### src/design/phsr_consts.svh
// Constants for the header suppression rule command interpreter
// How it works
// RULE1 - Rule encoding is type 26; total length 255 or more is malformed
// RULE2 - Subtype 1 is a one-byte classifier reference, legal 1 to 255
// RULE3 - Subtype 2 is a two-byte classifier identifier, legal 1 to 65535
// RULE4 - Subtype 3 is a two-byte service flow reference, legal 1 to 65535
// RULE5 - Subtype 4 is a four-byte service flow identifier, nonzero
// RULE6 - Subtype 5 action in a change request: add, fill, delete, delete all
// RULE7 - A rule is fully defined once cached bytes and byte count are known
// RULE8 - A fill action adds supplied fields to a partially defined rule
// RULE9 - A fill action on a fully defined rule is refused
// RULE10 - Delete all removes every rule of the named service flow
// RULE11 - Adding a rule that already exists is rejected
// RULE12 - Error encodings go only into registration, add and change responses
// RULE13 - A failure emits an error set with code and errored subtype
// RULE14 - With mixed results only rejected rules get error sets
// RULE15 - A fully successful transaction carries no error encodings
// RULE16 - A response with any error set carries no other rule encodings
// RULE17 - Error encodings never go into request messages
// RULE18 - Each error set holds one one-byte errored subtype field
// RULE19 - Each error set holds one one-byte nonzero error code
// RULE20 - Error code zero is never written into an error set
// RULE21 - At most one zero-terminated text field per error set
// RULE22 - A built error encoding stays below 256 characters
// RULE23 - Missing rule reports code 16, existing rule on add code 17
// RULE24 - Byte count zero disables suppression, nonzero enables it
// RULE25 - An action byte above 3 is rejected naming the action subtype
`ifndef PHSR_CONSTS_SVH
`define PHSR_CONSTS_SVH
`define PHSR_TYPE_RULE 8'h1a
`define PHSR_SUB_ERR 8'h06
`define PHSR_SUB_CREF 8'h01
`define PHSR_SUB_CID 8'h02
`define PHSR_SUB_SFREF 8'h03
`define PHSR_SUB_SFID 8'h04
`define PHSR_SUB_ACT 8'h05
`define PHSR_SUB_HDR 8'h07
`define PHSR_SUB_CNT 8'h0a
`define PHSR_ESUB_PARAM 8'h01
`define PHSR_ESUB_CODE 8'h02
`define PHSR_RULE_MAXTOT 9'h0fe
`define PHSR_ERR_LEN 8'h06
`define PHSR_ACT_ADD 8'h00
`define PHSR_ACT_FILL 8'h01
`define PHSR_ACT_DEL 8'h02
`define PHSR_ACT_DELALL 8'h03
`define PHSR_CC_UNRECOG 8'h02
`define PHSR_CC_RESOURCE 8'h03
`define PHSR_CC_HDRSUP 8'h09
`define PHSR_CC_NOTFOUND 8'h10
`define PHSR_CC_EXISTS 8'h11
`define PHSR_OFS_CTRL 12'h000
`define PHSR_OFS_STAT 12'h004
`define PHSR_OFS_RULES 12'h008
`define PHSR_OFS_NOK 12'h00c
`define PHSR_OFS_NREJ 12'h010
`define PHSR_CTRL_RST 3'h4
`define PHSR_KIND_DSC 2'h2
`define PHSR_KIND_BAD 2'h3
`endif

### src/design/phsr_pkg.sv
// Types of the header suppression rule command interpreter
package phsr_pkg;
  typedef enum logic [3:0] {
    PHSR_IDLE = 4'h1,
    PHSR_PARSE = 4'h2,
    PHSR_EXEC = 4'h4,
    PHSR_EMIT = 4'h8
  } phsr_state_e;
  typedef struct packed {
    logic valid;
    logic hdr_k;
    logic cnt_k;
    logic [7:0] scnt;
    logic [15:0] cid;
    logic [31:0] sfid;
  } phsr_rule_s;
endpackage

### src/design/phsr_top.sv
// Rule encoding parser, rule store and error encoding builder
//
// Local design decisions: the placing of the registers and the APB interface to the registers.
`timescale 1ns/1ps
`default_nettype none
`include "phsr_consts.svh"
module phsr_top
(
  input wire logic i_clk_sys,
  input wire logic i_rst_b,
  input wire logic i_psel,
  input wire logic i_penable,
  input wire logic i_pwrite,
  input wire logic [11:0] i_paddr,
  input wire logic [31:0] i_pwdata,
  output logic o_pready,
  output logic [31:0] o_prdata,
  output logic o_pslverr,
  input wire logic i_txn_start,
  input wire logic i_rx_valid,
  input wire logic [7:0] i_rx_data,
  input wire logic i_rx_last,
  output logic o_rx_ready,
  output logic o_err_valid,
  output logic [7:0] o_err_data,
  output logic o_err_last,
  input wire logic i_err_ready,
  output logic [1:0] o_err_rsp_kind,
  output logic o_rsp_echo_inhibit,
  output logic [3:0] o_suppress_en
);
  import phsr_pkg::*;

  // ----------------------------------------
  // State
  // ----------------------------------------
  typedef struct packed {
    phsr_state_e st;
    logic [1:0] ph;
    logic [7:0] sub;
    logic [7:0] len;
    logic [7:0] cnt;
    logic [8:0] tot;
    logic [31:0] val;
    logic [7:0] cref;
    logic [15:0] cid;
    logic [15:0] sfref;
    logic [31:0] sfid;
    logic [7:0] act;
    logic h_cid;
    logic h_sfid;
    logic h_hdr;
    logic h_cnt;
    logic [7:0] scnt;
    logic [7:0] bad_sub;
    logic [7:0] bad_code;
    phsr_rule_s [3:0] rules;
    logic [2:0] ctrl;
    logic txn_err;
    logic [7:0] last_code;
    logic [7:0] last_sub;
    logic [15:0] n_ok;
    logic [15:0] n_rej;
    logic [63:0] ebuf;
    logic [2:0] eidx;
    logic [31:0] prdata;
    logic pslverr;
  } phsr_st_s;

  phsr_st_s r_reg;
  phsr_st_s r_next;

  // ----------------------------------------
  // Helpers
  // ----------------------------------------
  // Lookup of a rule by classifier and flow; returns {hit, index}
  function automatic logic [2:0] phsr_find(input phsr_rule_s [3:0] rl,
    input logic [15:0] cid, input logic [31:0] sfid);
    logic [2:0] res;
    res = 3'h0;
    for (int i = 3; i >= 0; i--)
    begin
      if (rl[i].valid && rl[i].cid == cid && rl[i].sfid == sfid)
      begin
        res = {1'b1, 2'(i)};
      end
    end
    return res;
  endfunction

  // First free slot; {found, index}
  function automatic logic [2:0] phsr_free(input phsr_rule_s [3:0] rl);
    logic [2:0] res;
    res = 3'h0;
    for (int i = 3; i >= 0; i--)
    begin
      if (!rl[i].valid)
      begin
        res = {1'b1, 2'(i)};
      end
    end
    return res;
  endfunction

  // Length and range check of one subtype; nonzero means reject
  function automatic logic [7:0] phsr_chk(input logic [7:0] sub,
    input logic [7:0] len, input logic [31:0] v);
    logic [7:0] cc;
    cc = 8'h00;
    case (sub)
      `PHSR_SUB_CREF:
        if (len != 8'h01 || v == 32'h0) cc = `PHSR_CC_UNRECOG; //RULE2
      `PHSR_SUB_CID:
        if (len != 8'h02 || v == 32'h0) cc = `PHSR_CC_UNRECOG; //RULE3
      `PHSR_SUB_SFREF:
        if (len != 8'h02 || v == 32'h0) cc = `PHSR_CC_UNRECOG; //RULE4
      `PHSR_SUB_SFID:
        if (len != 8'h04 || v == 32'h0) cc = `PHSR_CC_UNRECOG; //RULE5
      `PHSR_SUB_ACT:
        if (len != 8'h01 || v > 32'h3) cc = `PHSR_CC_UNRECOG; //RULE25
      `PHSR_SUB_CNT: if (len != 8'h01) cc = `PHSR_CC_UNRECOG;
      `PHSR_SUB_ERR: cc = `PHSR_CC_UNRECOG; //RULE17
      default: cc = 8'h00;
    endcase
    return cc;
  endfunction

  // ----------------------------------------
  // Next state
  // ----------------------------------------
  logic fire;
  logic fin;
  logic [31:0] v;
  logic [7:0] cc;
  logic [15:0] key_cid;
  logic [31:0] key_sf;
  logic [2:0] hit;
  logic [2:0] fre;
  logic [7:0] act;
  logic [7:0] ecode;
  logic [7:0] esub;

  assign o_rx_ready = (r_reg.st == PHSR_PARSE);
  assign fire = i_rx_valid && o_rx_ready;
  // Rule keys fall back to the in-message references
  assign key_cid = r_reg.h_cid ? r_reg.cid : {8'h00, r_reg.cref};
  assign key_sf = r_reg.h_sfid ? r_reg.sfid : {16'h0, r_reg.sfref};
  assign hit = phsr_find(r_reg.rules, key_cid, key_sf);
  assign fre = phsr_free(r_reg.rules);
  // Action applies only in a change request; elsewhere it is an add
  assign act = (r_reg.ctrl[1:0] == `PHSR_KIND_DSC) ? r_reg.act
                                                   : `PHSR_ACT_ADD; //RULE6

  always_comb
  begin
    r_next = r_reg;
    fin = 1'b0;
    v = {r_reg.val[23:0], i_rx_data};
    cc = 8'h00;
    ecode = 8'h00;
    esub = 8'h00;
    case (r_reg.st)
      PHSR_IDLE:
      begin
        // Fresh rule set; kind 3 is no valid response context
        if (i_rx_valid && r_reg.ctrl[2] &&
            r_reg.ctrl[1:0] != `PHSR_KIND_BAD) //RULE12
        begin
          r_next.st = PHSR_PARSE;
          r_next.ph = 2'h0;
          r_next.tot = 9'h0;
          r_next.h_cid = 1'b0;
          r_next.h_sfid = 1'b0;
          r_next.h_hdr = 1'b0;
          r_next.h_cnt = 1'b0;
          r_next.cref = 8'h00;
          r_next.sfref = 16'h0;
          r_next.act = `PHSR_ACT_ADD;
          r_next.bad_code = 8'h00;
          r_next.bad_sub = 8'h00;
        end
      end
      PHSR_PARSE:
      begin
        if (fire)
        begin
          r_next.tot = r_reg.tot + 9'h1;
          // Oversized encoding is malformed, report the outer type
          if (r_reg.tot >= `PHSR_RULE_MAXTOT &&
              r_reg.bad_code == 8'h00) //RULE1
          begin
            r_next.bad_code = `PHSR_CC_UNRECOG;
            r_next.bad_sub = `PHSR_TYPE_RULE;
          end
          case (r_reg.ph)
            2'h0:
            begin
              r_next.sub = i_rx_data;
              r_next.ph = 2'h1;
            end
            2'h1:
            begin
              r_next.len = i_rx_data;
              r_next.cnt = 8'h00;
              r_next.val = 32'h0;
              r_next.ph = (i_rx_data == 8'h00) ? 2'h0 : 2'h2;
              fin = (i_rx_data == 8'h00);
              v = 32'h0;
            end
            default:
            begin
              r_next.val = v;
              r_next.cnt = r_reg.cnt + 8'h1;
              fin = (r_reg.cnt + 8'h1 == r_reg.len);
              if (fin)
              begin
                r_next.ph = 2'h0;
              end
            end
          endcase
          if (fin)
          begin
            cc = phsr_chk(r_reg.sub, fin && r_reg.ph == 2'h1 ? 8'h00
                          : r_reg.len, v);
            if (cc != 8'h00 && r_next.bad_code == 8'h00)
            begin
              r_next.bad_code = cc;
              r_next.bad_sub = r_reg.sub;
            end
            case (r_reg.sub)
              `PHSR_SUB_CREF: r_next.cref = v[7:0];
              `PHSR_SUB_CID:
              begin
                r_next.cid = v[15:0];
                r_next.h_cid = 1'b1;
              end
              `PHSR_SUB_SFREF: r_next.sfref = v[15:0];
              `PHSR_SUB_SFID:
              begin
                r_next.sfid = v;
                r_next.h_sfid = 1'b1;
              end
              `PHSR_SUB_ACT: r_next.act = v[7:0];
              `PHSR_SUB_HDR: r_next.h_hdr = (r_reg.ph == 2'h2);
              `PHSR_SUB_CNT:
              begin
                r_next.scnt = v[7:0];
                r_next.h_cnt = 1'b1;
              end
              default: r_next.sub = r_reg.sub;
            endcase
          end
          if (i_rx_last)
          begin
            // A set cut short after a subtype's length byte is malformed
            if (!fin && r_reg.ph != 2'h0 && r_next.bad_code == 8'h00)
            begin
              r_next.bad_code = `PHSR_CC_UNRECOG;
              r_next.bad_sub = r_reg.sub;
            end
            r_next.st = PHSR_EXEC;
          end
        end
      end
      PHSR_EXEC:
      begin
        if (r_reg.bad_code != 8'h00)
        begin
          ecode = r_reg.bad_code;
          esub = r_reg.bad_sub;
        end
        else
        begin
          case (act)
            `PHSR_ACT_ADD:
            begin
              if (hit[2])
              begin
                ecode = `PHSR_CC_EXISTS; //RULE11 RULE23
                esub = `PHSR_SUB_ACT;
              end
              else if (!fre[2])
              begin
                ecode = `PHSR_CC_RESOURCE;
                esub = `PHSR_SUB_ACT;
              end
              else
              begin
                r_next.rules[fre[1:0]] = '{1'b1, r_reg.h_hdr,
                  r_reg.h_cnt, r_reg.scnt, key_cid, key_sf};
              end
            end
            `PHSR_ACT_FILL:
            begin
              if (!hit[2])
              begin
                ecode = `PHSR_CC_NOTFOUND; //RULE23
                esub = `PHSR_SUB_ACT;
              end
              else if (r_reg.rules[hit[1:0]].hdr_k &&
                       r_reg.rules[hit[1:0]].cnt_k) //RULE9
              begin
                ecode = `PHSR_CC_HDRSUP;
                esub = r_reg.h_cnt ? `PHSR_SUB_CNT : `PHSR_SUB_HDR;
              end
              else
              begin
                // Merge only the fields that arrived
                if (r_reg.h_hdr) //RULE8
                begin
                  r_next.rules[hit[1:0]].hdr_k = 1'b1;
                end
                if (r_reg.h_cnt) //RULE8
                begin
                  r_next.rules[hit[1:0]].cnt_k = 1'b1;
                  r_next.rules[hit[1:0]].scnt = r_reg.scnt;
                end
              end
            end
            `PHSR_ACT_DEL:
            begin
              if (!hit[2])
              begin
                ecode = `PHSR_CC_NOTFOUND; //RULE23
                esub = `PHSR_SUB_ACT;
              end
              else
              begin
                r_next.rules[hit[1:0]].valid = 1'b0;
              end
            end
            default:
            begin
              // Delete all rules of the flow
              for (int i = 0; i < 4; i++)
              begin
                if (r_reg.rules[i].sfid == key_sf) //RULE10
                begin
                  r_next.rules[i].valid = 1'b0;
                end
              end
            end
          endcase
        end
        r_next.last_code = ecode;
        r_next.last_sub = esub;
        if (ecode != 8'h00) //RULE20
        begin
          // Error set: code and errored subtype, no text field
          r_next.ebuf = {`PHSR_SUB_ERR, `PHSR_ERR_LEN,
            `PHSR_ESUB_PARAM, 8'h01, esub,
            `PHSR_ESUB_CODE, 8'h01, ecode}; //RULE13 RULE18 RULE19 RULE21
          r_next.eidx = 3'h0;
          r_next.txn_err = 1'b1; //RULE16
          r_next.n_rej = r_reg.n_rej + 16'h1;
          r_next.st = PHSR_EMIT; //RULE14
        end
        else
        begin
          r_next.n_ok = r_reg.n_ok + 16'h1; //RULE15
          r_next.st = PHSR_IDLE;
        end
      end
      PHSR_EMIT:
      begin
        // Eight bytes fixed, far under the 256 limit
        if (i_err_ready) //RULE22
        begin
          r_next.ebuf = {r_reg.ebuf[55:0], 8'h00};
          r_next.eidx = r_reg.eidx + 3'h1;
          if (r_reg.eidx == 3'h7)
          begin
            r_next.st = PHSR_IDLE;
          end
        end
      end
      default: r_next.st = PHSR_IDLE;
    endcase
    // A new transaction clears the error mark unless an error lands now
    if (i_txn_start && !(r_reg.st == PHSR_EXEC && ecode != 8'h00))
    begin
      r_next.txn_err = 1'b0;
    end
    // APB: data latched in setup, writes in access
    if (i_psel && !i_penable)
    begin
      r_next.pslverr = 1'b0;
      case (i_paddr)
        `PHSR_OFS_CTRL: r_next.prdata = {29'h0, r_reg.ctrl};
        `PHSR_OFS_STAT: r_next.prdata = {8'h00, r_reg.last_sub,
          r_reg.last_code, 6'h0, r_reg.txn_err,
          r_reg.st != PHSR_IDLE};
        `PHSR_OFS_RULES: r_next.prdata = {20'h0, o_suppress_en,
          r_reg.rules[3].hdr_k & r_reg.rules[3].cnt_k,
          r_reg.rules[2].hdr_k & r_reg.rules[2].cnt_k,
          r_reg.rules[1].hdr_k & r_reg.rules[1].cnt_k,
          r_reg.rules[0].hdr_k & r_reg.rules[0].cnt_k,
          r_reg.rules[3].valid, r_reg.rules[2].valid,
          r_reg.rules[1].valid, r_reg.rules[0].valid};
        `PHSR_OFS_NOK: r_next.prdata = {16'h0, r_reg.n_ok};
        `PHSR_OFS_NREJ: r_next.prdata = {16'h0, r_reg.n_rej};
        default:
        begin
          r_next.prdata = 32'h0;
          r_next.pslverr = 1'b1;
        end
      endcase
    end
    if (i_psel && i_penable && i_pwrite && i_paddr == `PHSR_OFS_CTRL)
    begin
      r_next.ctrl = i_pwdata[2:0];
    end
  end

  // ----------------------------------------
  // Registers
  // ----------------------------------------
  // Whole state in one flop group; rule store included
  always_ff @(posedge i_clk_sys or negedge i_rst_b)
  begin
    if (!i_rst_b)
    begin
      r_reg <= '0;
      r_reg.st <= PHSR_IDLE;
      r_reg.ctrl <= `PHSR_CTRL_RST;
    end
    else
    begin
      r_reg <= r_next;
    end
  end

  // ----------------------------------------
  // Outputs
  // ----------------------------------------
  // Zero-wait slave; error answer only on unmapped offsets
  assign o_pready = 1'b1;
  assign o_prdata = r_reg.prdata;
  assign o_pslverr = r_reg.pslverr & i_psel & i_penable;
  assign o_err_valid = (r_reg.st == PHSR_EMIT);
  assign o_err_data = r_reg.ebuf[63:56];
  assign o_err_last = o_err_valid && r_reg.eidx == 3'h7;
  assign o_err_rsp_kind = r_reg.ctrl[1:0];
  assign o_rsp_echo_inhibit = r_reg.txn_err;
  // Suppression runs only for fully defined rules with nonzero count
  for (genvar g = 0; g < 4; g++)
  begin : g_sup
    assign o_suppress_en[g] = r_reg.rules[g].valid &&
      r_reg.rules[g].hdr_k && r_reg.rules[g].cnt_k &&
      r_reg.rules[g].scnt != 8'h00; //RULE7 RULE24
  end
endmodule // phsr_top
`default_nettype wire

### config.mk
export PLATFORM = sky130hd
export DESIGN_NAME = phsr_top
export DESIGN_NICKNAME = d
export VERILOG_FILES = /design/src/design/phsr_pkg.sv /design/src/design/phsr_top.sv
export VERILOG_INCLUDE_DIRS = /design/src /design/src/design
export SDC_FILE = /design/constraint.sdc
export NUM_CORES = 1
export LEC_CHECK = 0
export BUFFER_PORTS_ARGS = -buffer_cell sky130_fd_sc_hd__buf_2
export CAP_MARGIN = 20
export CORE_UTILIZATION = 55
export CTS_CLUSTER_DIAMETER = 100
export DETAILED_ROUTE_END_ITERATION = 16
export PLACE_DENSITY_LB_ADDON = 0.12
export SKIP_CTS_REPAIR_TIMING = 1
export SYNTH_ARGS = -nofsm -noshare
export SYNTH_HDL_FRONTEND = slang
export SYNTH_SLANG_ARGS = --single-unit
### constraint.sdc
create_clock -name i_clk_sys -period 8.2 [get_ports i_clk_sys]
set_input_delay 1.64 -clock i_clk_sys [delete_from_list [all_inputs] [get_ports i_clk_sys]]
set_output_delay 1.64 -clock i_clk_sys [all_outputs]
set_load 0.05 [all_outputs]
==> results of run 1 <==
-- layer usage --
metal	vias up	part of all wire, %	GRT usage (%)
met5	-	0	0
met3	123	4.8	3.50
met1	10200	45	40.2
met4	0	2.9	9.72
met2	579	48	46.9
li1	9284	-	-
-- cell usage in the layout, fill, tap and decap left out, types with 48 or more instances in the layout --
| master | Yosys | final |
|---|---|---|
| a22o_1 | 49 | 48 |
| and2_1 | 51 | 50 |
| buf_2 | 18 | 73 |
| inv_1 | 70 | 70 |
| clkbuf_16 | 0 | 58 |
| mux2_2 | 154 | 154 |
| o21ai_0 | 192 | 192 |
| nor2_1 | 118 | 118 |
| nand3_1 | 60 | 60 |
| dfrtp_1 | 549 | 548 |
| xnor2_1 | 130 | 130 |
| mux2_1 | 89 | 89 |
| nand2_1 | 362 | 361 |
| nor4_1 | 56 | 56 |
-- cell families after synthesis --
family,Yosys count,synth area share (%)
and+or+nand+nor,832,14.9
DFF,551,50.6
AOI/OAI and AO/OA,526,12.7
muxes,296,12.3
buffers and inverters,246,4.43
xor gates and xnor gates,149,4.79
adders and majority gates,7,0.321
other,2,0.0276
-- power groups by stage --
stage | logic [mW] | registers (mW) | clock network, mW
floorplan | 0.0380 | 2.77 | 0
global placement | 0.112 | 2.77 | 0
detailed placement | 0.114 | 2.77 | 0
CTS | 0.114 | 2.72 | 2.70
global route | 0.124 | 2.72 | 2.80
finish | 0.110 | 2.72 | 2.64
-- worst max-delay path: cells and delay by family, from the launching register on --
family	cells	cell delay (ps)
and+or+nand+nor	6	2800
muxes	3	1350
DFF	1	900
buffers and inverters	2	550
AOI/OAI and AO/OA	1	240
xor gates and xnor gates	1	170
-- layout make-up --
cell class              count  area, um^2  share of cell area (%)
flip-flops and latches    551       13800                    46.3
multi-input cells        1819       12300                    41.4
clock buffers              88        1730                    5.82
well taps                 664         831                    2.79
repair buffers             98         611                    2.05
inverters                  72         270                   0.907
clock inverters            21         218                   0.731
-- metrics by stage --
| step | power (mW) | util, % | instances | worst slack (ps) |
|---|---|---|---|---|
| 2_1_floorplan | 2.81 | - | 2616 | 4220 |
| 3_3_place_gp | 2.89 | 56.8 | 3203 | 2140 |
| 3_5_place_dp | 2.89 | 56.8 | 3203 | 2070 |
| 4_1_cts | 5.54 | 60.8 | 3312 | 2020 |
| 5_1_grt | 5.65 | 60.8 | 3313 | 1690 |
| 6_report | 5.48 | 60.8 | 3313 | 1960 |
-- path summary, 6_finish.rpt --
kind                              start  cells past startpoint           end
setup / recovery             r_reg[414]                     13          flop
hold / removal             o_prdata[22]                      2  o_prdata[22]
setup reg to reg             r_reg[414]                     13          flop
hold reg to reg            o_prdata[22]                      2  o_prdata[22]
max in group asynchronous       i_rst_b                      2    r_reg[548]
min in group asynchronous       i_rst_b                      1     async pin
==> flow_metrics.py, run 1 <==
metrics = {
    "finish": {
        "syn_to_final_growth_pct": 9.28,
        "final_cell_area_um2": 29800,
        "fill_cells": 4101,
        "fin_nets": 2668,
        "insertedDiodeCount": 0,
        "drive_above_1_share_pct": 15.3,
    },
    "clock_network": {
        "root_buffer": "clkbuf_16",
        "cts_made_buffers": 58,
        "clockBufferDepth": 3,
        "cts.sinks": 551,
        "cts_htree_levels": 2,
        "clock_latency_ps": 630,
        "cts_tree": "done",
        "clk_pin_slew_ps": 60,
    },
    "worst_setup_path": {
        "r2r_slack_ps": 1960,
        "required_ps": 8690,
        "slowest_stage": "dfrtp_4",
        "end_kind": "flop",
        "crit_fanout": 55,
        "slowest_delay_ps": 900,
        "worstSetupStartpointType": "flop",
        "crit_arrival_ps": 6730,
        "path_cells": "mux2i_1 > xnor2_1 > nor4_1 > nand4_1 > nor4_2 > a32oi_1 > and3_4 > mux2_4 > nor4_4 > buf_4 > and3_2 > buf_12 > mux2_1",
        "critPathKind": "flop to flop",
    },
    "worst_hold_path": {
        "min_path_type": "flop to flop",
    },
    "timing": {
        "hold_ws_ps": 464,
        "drv_slew": 0,
        "hold_violations": 0,
        "slew_headroom_pct": 22.7,
        "worst_pin_slew_ps": 1160,
        "fin_crit_ps": 6240,
        "fin_tns_setup_ps": 0,
        "rsz0062_at_grt": "false",
        "setup_viol": 0,
        "max_freq_mhz": 160,
        "fin_worst_skew_ps": 16.6,
        "finalCritPeriodShare_pct": 76.1,
    },
    "placement": {
        "gp_congestion": 0.910,
        "dp_hpwl_um": 49400,
        "io_buffers": 74,
        "place_area_um2": 27800,
    },
    "detailed_routing": {
        "viasPerCell": 6.10,
        "via_count": 20200,
        "ant_nets": 0,
        "drc": 0,
        "drt-wirelength-per-cell_um": 21.5,
        "first_pass_iters": 6,
        "drt-total-wl_um": 71300,
        "drt_iter0_drc": 1877,
    },
    "power": {
        "pwr-share-comb_pct": 2.0,
        "power_density_nw_per_um2": 184,
        "p_seq_share_pct": 49.7,
        "p_int_mw": 4.27,
        "p_switching_mw": 1.21,
        "swShare_pct": 22.1,
        "power_leakage_nw": 13.8,
        "ir_worst_vdd_uv": 203,
        "clockPowerShare_pct": 48.3,
    },
    "logic_synthesis": {
        "async_reset_ff_share_pct": 100,
        "ys_ff_latch": 551,
        "synthDistinctLibCells": 86,
        "ys_top_cells_by_count": "549 x dfrtp_1, 362 x nand2_1, 192 x o21ai_0",
        "ys_seq_area_share_pct": 50.6,
        "syn-cell-area_um2": 27300,
        "synthTopCellsByArea": "dfrtp_1 50%, mux2_2 6.4%, nand2_1 5.0%",
        "yosysTopAreaCellShare_pct": 50.4,
        "synth_edf_count": 0,
        "ys_warn_count": 0,
        "yosysMostFrequentCell": "dfrtp_1",
        "ys.flop_type": "dfrtp_1",
        "netlist_instances": 2609,
        "yosys.area.top_type": "dfrtp_1",
        "avgSynthCellArea_um2": 10.4,
    },
    "grt": {
        "grt_max_degree": 178,
        "grt_usage_pct": 28.8,
        "grt_pass1_vias": 19800,
        "grt_pass1_wl_um": 113000,
        "antenna_found_initial": 0,
        "overflow": 0,
    },
    "die": {
        "io_pins": 113,
        "die_x_um": 225,
        "chipHeight_um": 225,
        "fp.dieArea_um2": 50500,
        "initial_core_util_pct": 55.7,
        "core_um2": 49000,
        "rows": 81,
    },
    "flow_run": {
        "max_cap_violations": 0,
    },
    "outcome": {
        "status": "completed",
    },
}
Power figures use the tool's default switching activity.
==> run 2, diff against run 1 <==
clock period = 6.2 ns   (was 8.2 ns; I/O delays follow)
==> run 2 against run 1 <==
  * Clock power grew 37%
  * Non-clock buffer count is 18 higher
  * Sequential share of layout area fell by 0.35 points
  * Power rose by 34%
  * Routed wire length rose by 0.34%
  * Combinational power increased by 31%
  * Cell count is 0.42% higher
  * Register-to-register slack lost 1200 ps
  * Sequential cell count did not move
  * Design area up 0.76%
  * Global-route usage about the same
  * Critical path type unchanged
  * Largest power group is now the clock network
  * Highest routed layer unchanged
==> flow_metrics.py, run 2 (synthesis gave the netlist of run 1 again) <==
metrics = {
    "clock_network": {
        "cts.sinks": 551,
        "clk_pin_slew_ps": 60,
        "clockBufferDepth": 3,
        "cts_tree": "done",
        "cts_htree_levels": 2,
        "cts_made_buffers": 58,
        "root_buffer": "clkbuf_16",
        "clock_latency_ps": 630,
    },
    "finish": {
        "mostFrequentLayoutCells": "548 x dfrtp_1, 361 x nand2_1, 192 x o21ai_0",
        "multi_input_comb_area_um2": 12300,
        "fin_nets": 2686,
        "fin_cells": 3327,
        "insertedDiodeCount": 0,
        "fin_util_pct": 61.3,
        "fill_cells": 4034,
        "final_cell_area_um2": 30000,
        "seqCellArea_um2": 13800,
        "syn_to_final_growth_pct": 10.1,
        "layout_commonest_cell": "dfrtp_1",
        "drive_above_1_share_pct": 15.8,
    },
    "worst_setup_path": {
        "worstSetupStartpointType": "flop",
        "r2r_slack_ps": 770,
        "critPathTopFamily": "simple AND/OR/NAND/NOR gates",
        "critPathBufInv": 1,
        "r2r-start": "r_reg[414]",
        "crit_arrival_ps": 5940,
        "slowest_stage": "dfrtp_4",
        "end_kind": "flop",
        "slowest_delay_ps": 950,
        "crit_cells": 12,
        "ff2ff_path_depth": 12,
        "required_ps": 6710,
        "critPathKind": "flop to flop",
        "crit_fanout": 59,
        "path_cells": "mux2i_1 > xnor2_1 > nor4_1 > o2111ai_1 > nor3_1 > nand2_1 > and3_4 > mux2_4 > nor4_4 > nand2_2 > buf_4 > mux2_2",
    },
    "grt": {
        "overflow": 0,
        "antenna_found_initial": 0,
        "grt_pass1_wl_um": 113000,
        "grt_pass1_vias": 19800,
        "grt_max_degree": 165,
        "grt_usage_pct": 28.8,
    },
    "die": {
        "core_um2": 49000,
        "initial_core_util_pct": 55.7,
        "die_x_um": 225,
        "rows": 81,
        "fp.dieArea_um2": 50500,
        "io_pins": 113,
        "chipHeight_um": 225,
    },
    "placement": {
        "place_area_um2": 28000,
        "io_buffers": 74,
        "pre_cts_slack_ps": 860,
        "dp_hpwl_um": 50200,
        "gp_congestion": 0.944,
        "placed_cells": 3222,
    },
    "detailed_routing": {
        "via_count": 20300,
        "ant_nets": 0,
        "drt-total-wl_um": 71500,
        "viasPerCell": 6.09,
        "first_pass_iters": 5,
        "drt-wirelength-per-cell_um": 21.5,
        "drt_iter0_drc": 1651,
        "drc": 0,
    },
    "timing": {
        "fin_tns_setup_ps": 0,
        "finalCritPeriodShare_pct": 87.6,
        "max_freq_mhz": 184,
        "slew_headroom_pct": 24.1,
        "fin_ws_ps": 770,
        "fin_worst_skew_ps": 16.2,
        "hold_violations": 0,
        "setup_viol": 0,
        "rsz0062_at_grt": "false",
        "fin_crit_ps": 5430,
        "drv_slew": 0,
        "worst_pin_slew_ps": 1130,
    },
    "worst_hold_path": {
        "min_path_cells": 2,
        "worstHoldEndpoint": "o_prdata[21]",
        "min_path_type": "flop to flop",
        "min_from": "o_prdata[21]",
    },
    "outcome": {
        "status": "completed",
    },
    "power": {
        "power_density_nw_per_um2": 245,
        "ir_worst_vdd_uv": 203,
        "power_leakage_nw": 13.9,
    },
    "flow_run": {
        "max_cap_violations": 0,
    },
}
## run 2: metal layers
layer	vias up	GRT usage [%]	wire, um
li1	9315	-	-
met5	-	0	0
met4	0	9.81	2210
met3	135	3.34	3800
met1	10200	40.6	32000
met2	606	46.5	33600
## run 2: cell type report
cell class                 instances  area share [%]
tap                              664            2.77
clock inverter                    14           0.655
timing repair buffer             116            2.65
sequential                       551            46.0
clock buffer                      91            6.02
inverter                          72           0.900
multi-input combinational       1819            41.0
## run 2: how the worst max path moves through the flow
| stage | from | endpoint | slack [ps] |
|---|---|---|---|
| finish | r_reg[414] | flop | 770 |
| global route | r_reg[414] | flop | 600 |
| CTS | r_reg[414] | flop | 850 |
| detailed placement | r_reg[414] | flop | 860 |
| global placement | r_reg[414] | flop | 910 |
| floorplan | r_reg[414] | flop | 2220 |
## run 2: per-stage QoR
step	hold WS, ps	power (mW)
after global placement	452	3.82
final	470	7.36
after detailed placement	459	3.82
after CTS	473	7.43
after global routing	494	7.57
after floorplan	440	3.72
## run 2: tightest hold or removal path: cells and delay by family, from the launching register on
| kind | cells | cell delay, ps |
|---|---|---|
| simple gates | 2 | 100 |
| flops | 1 | 340 |
## run 2: where the power goes
part	internal, mW	switching (mW)	total (mW)	leakage (nW)
clock network	2.16	1.46	3.61	0.982
registers	3.60	0.00297	3.60	7.60
logic	0.0205	0.124	0.144	5.29
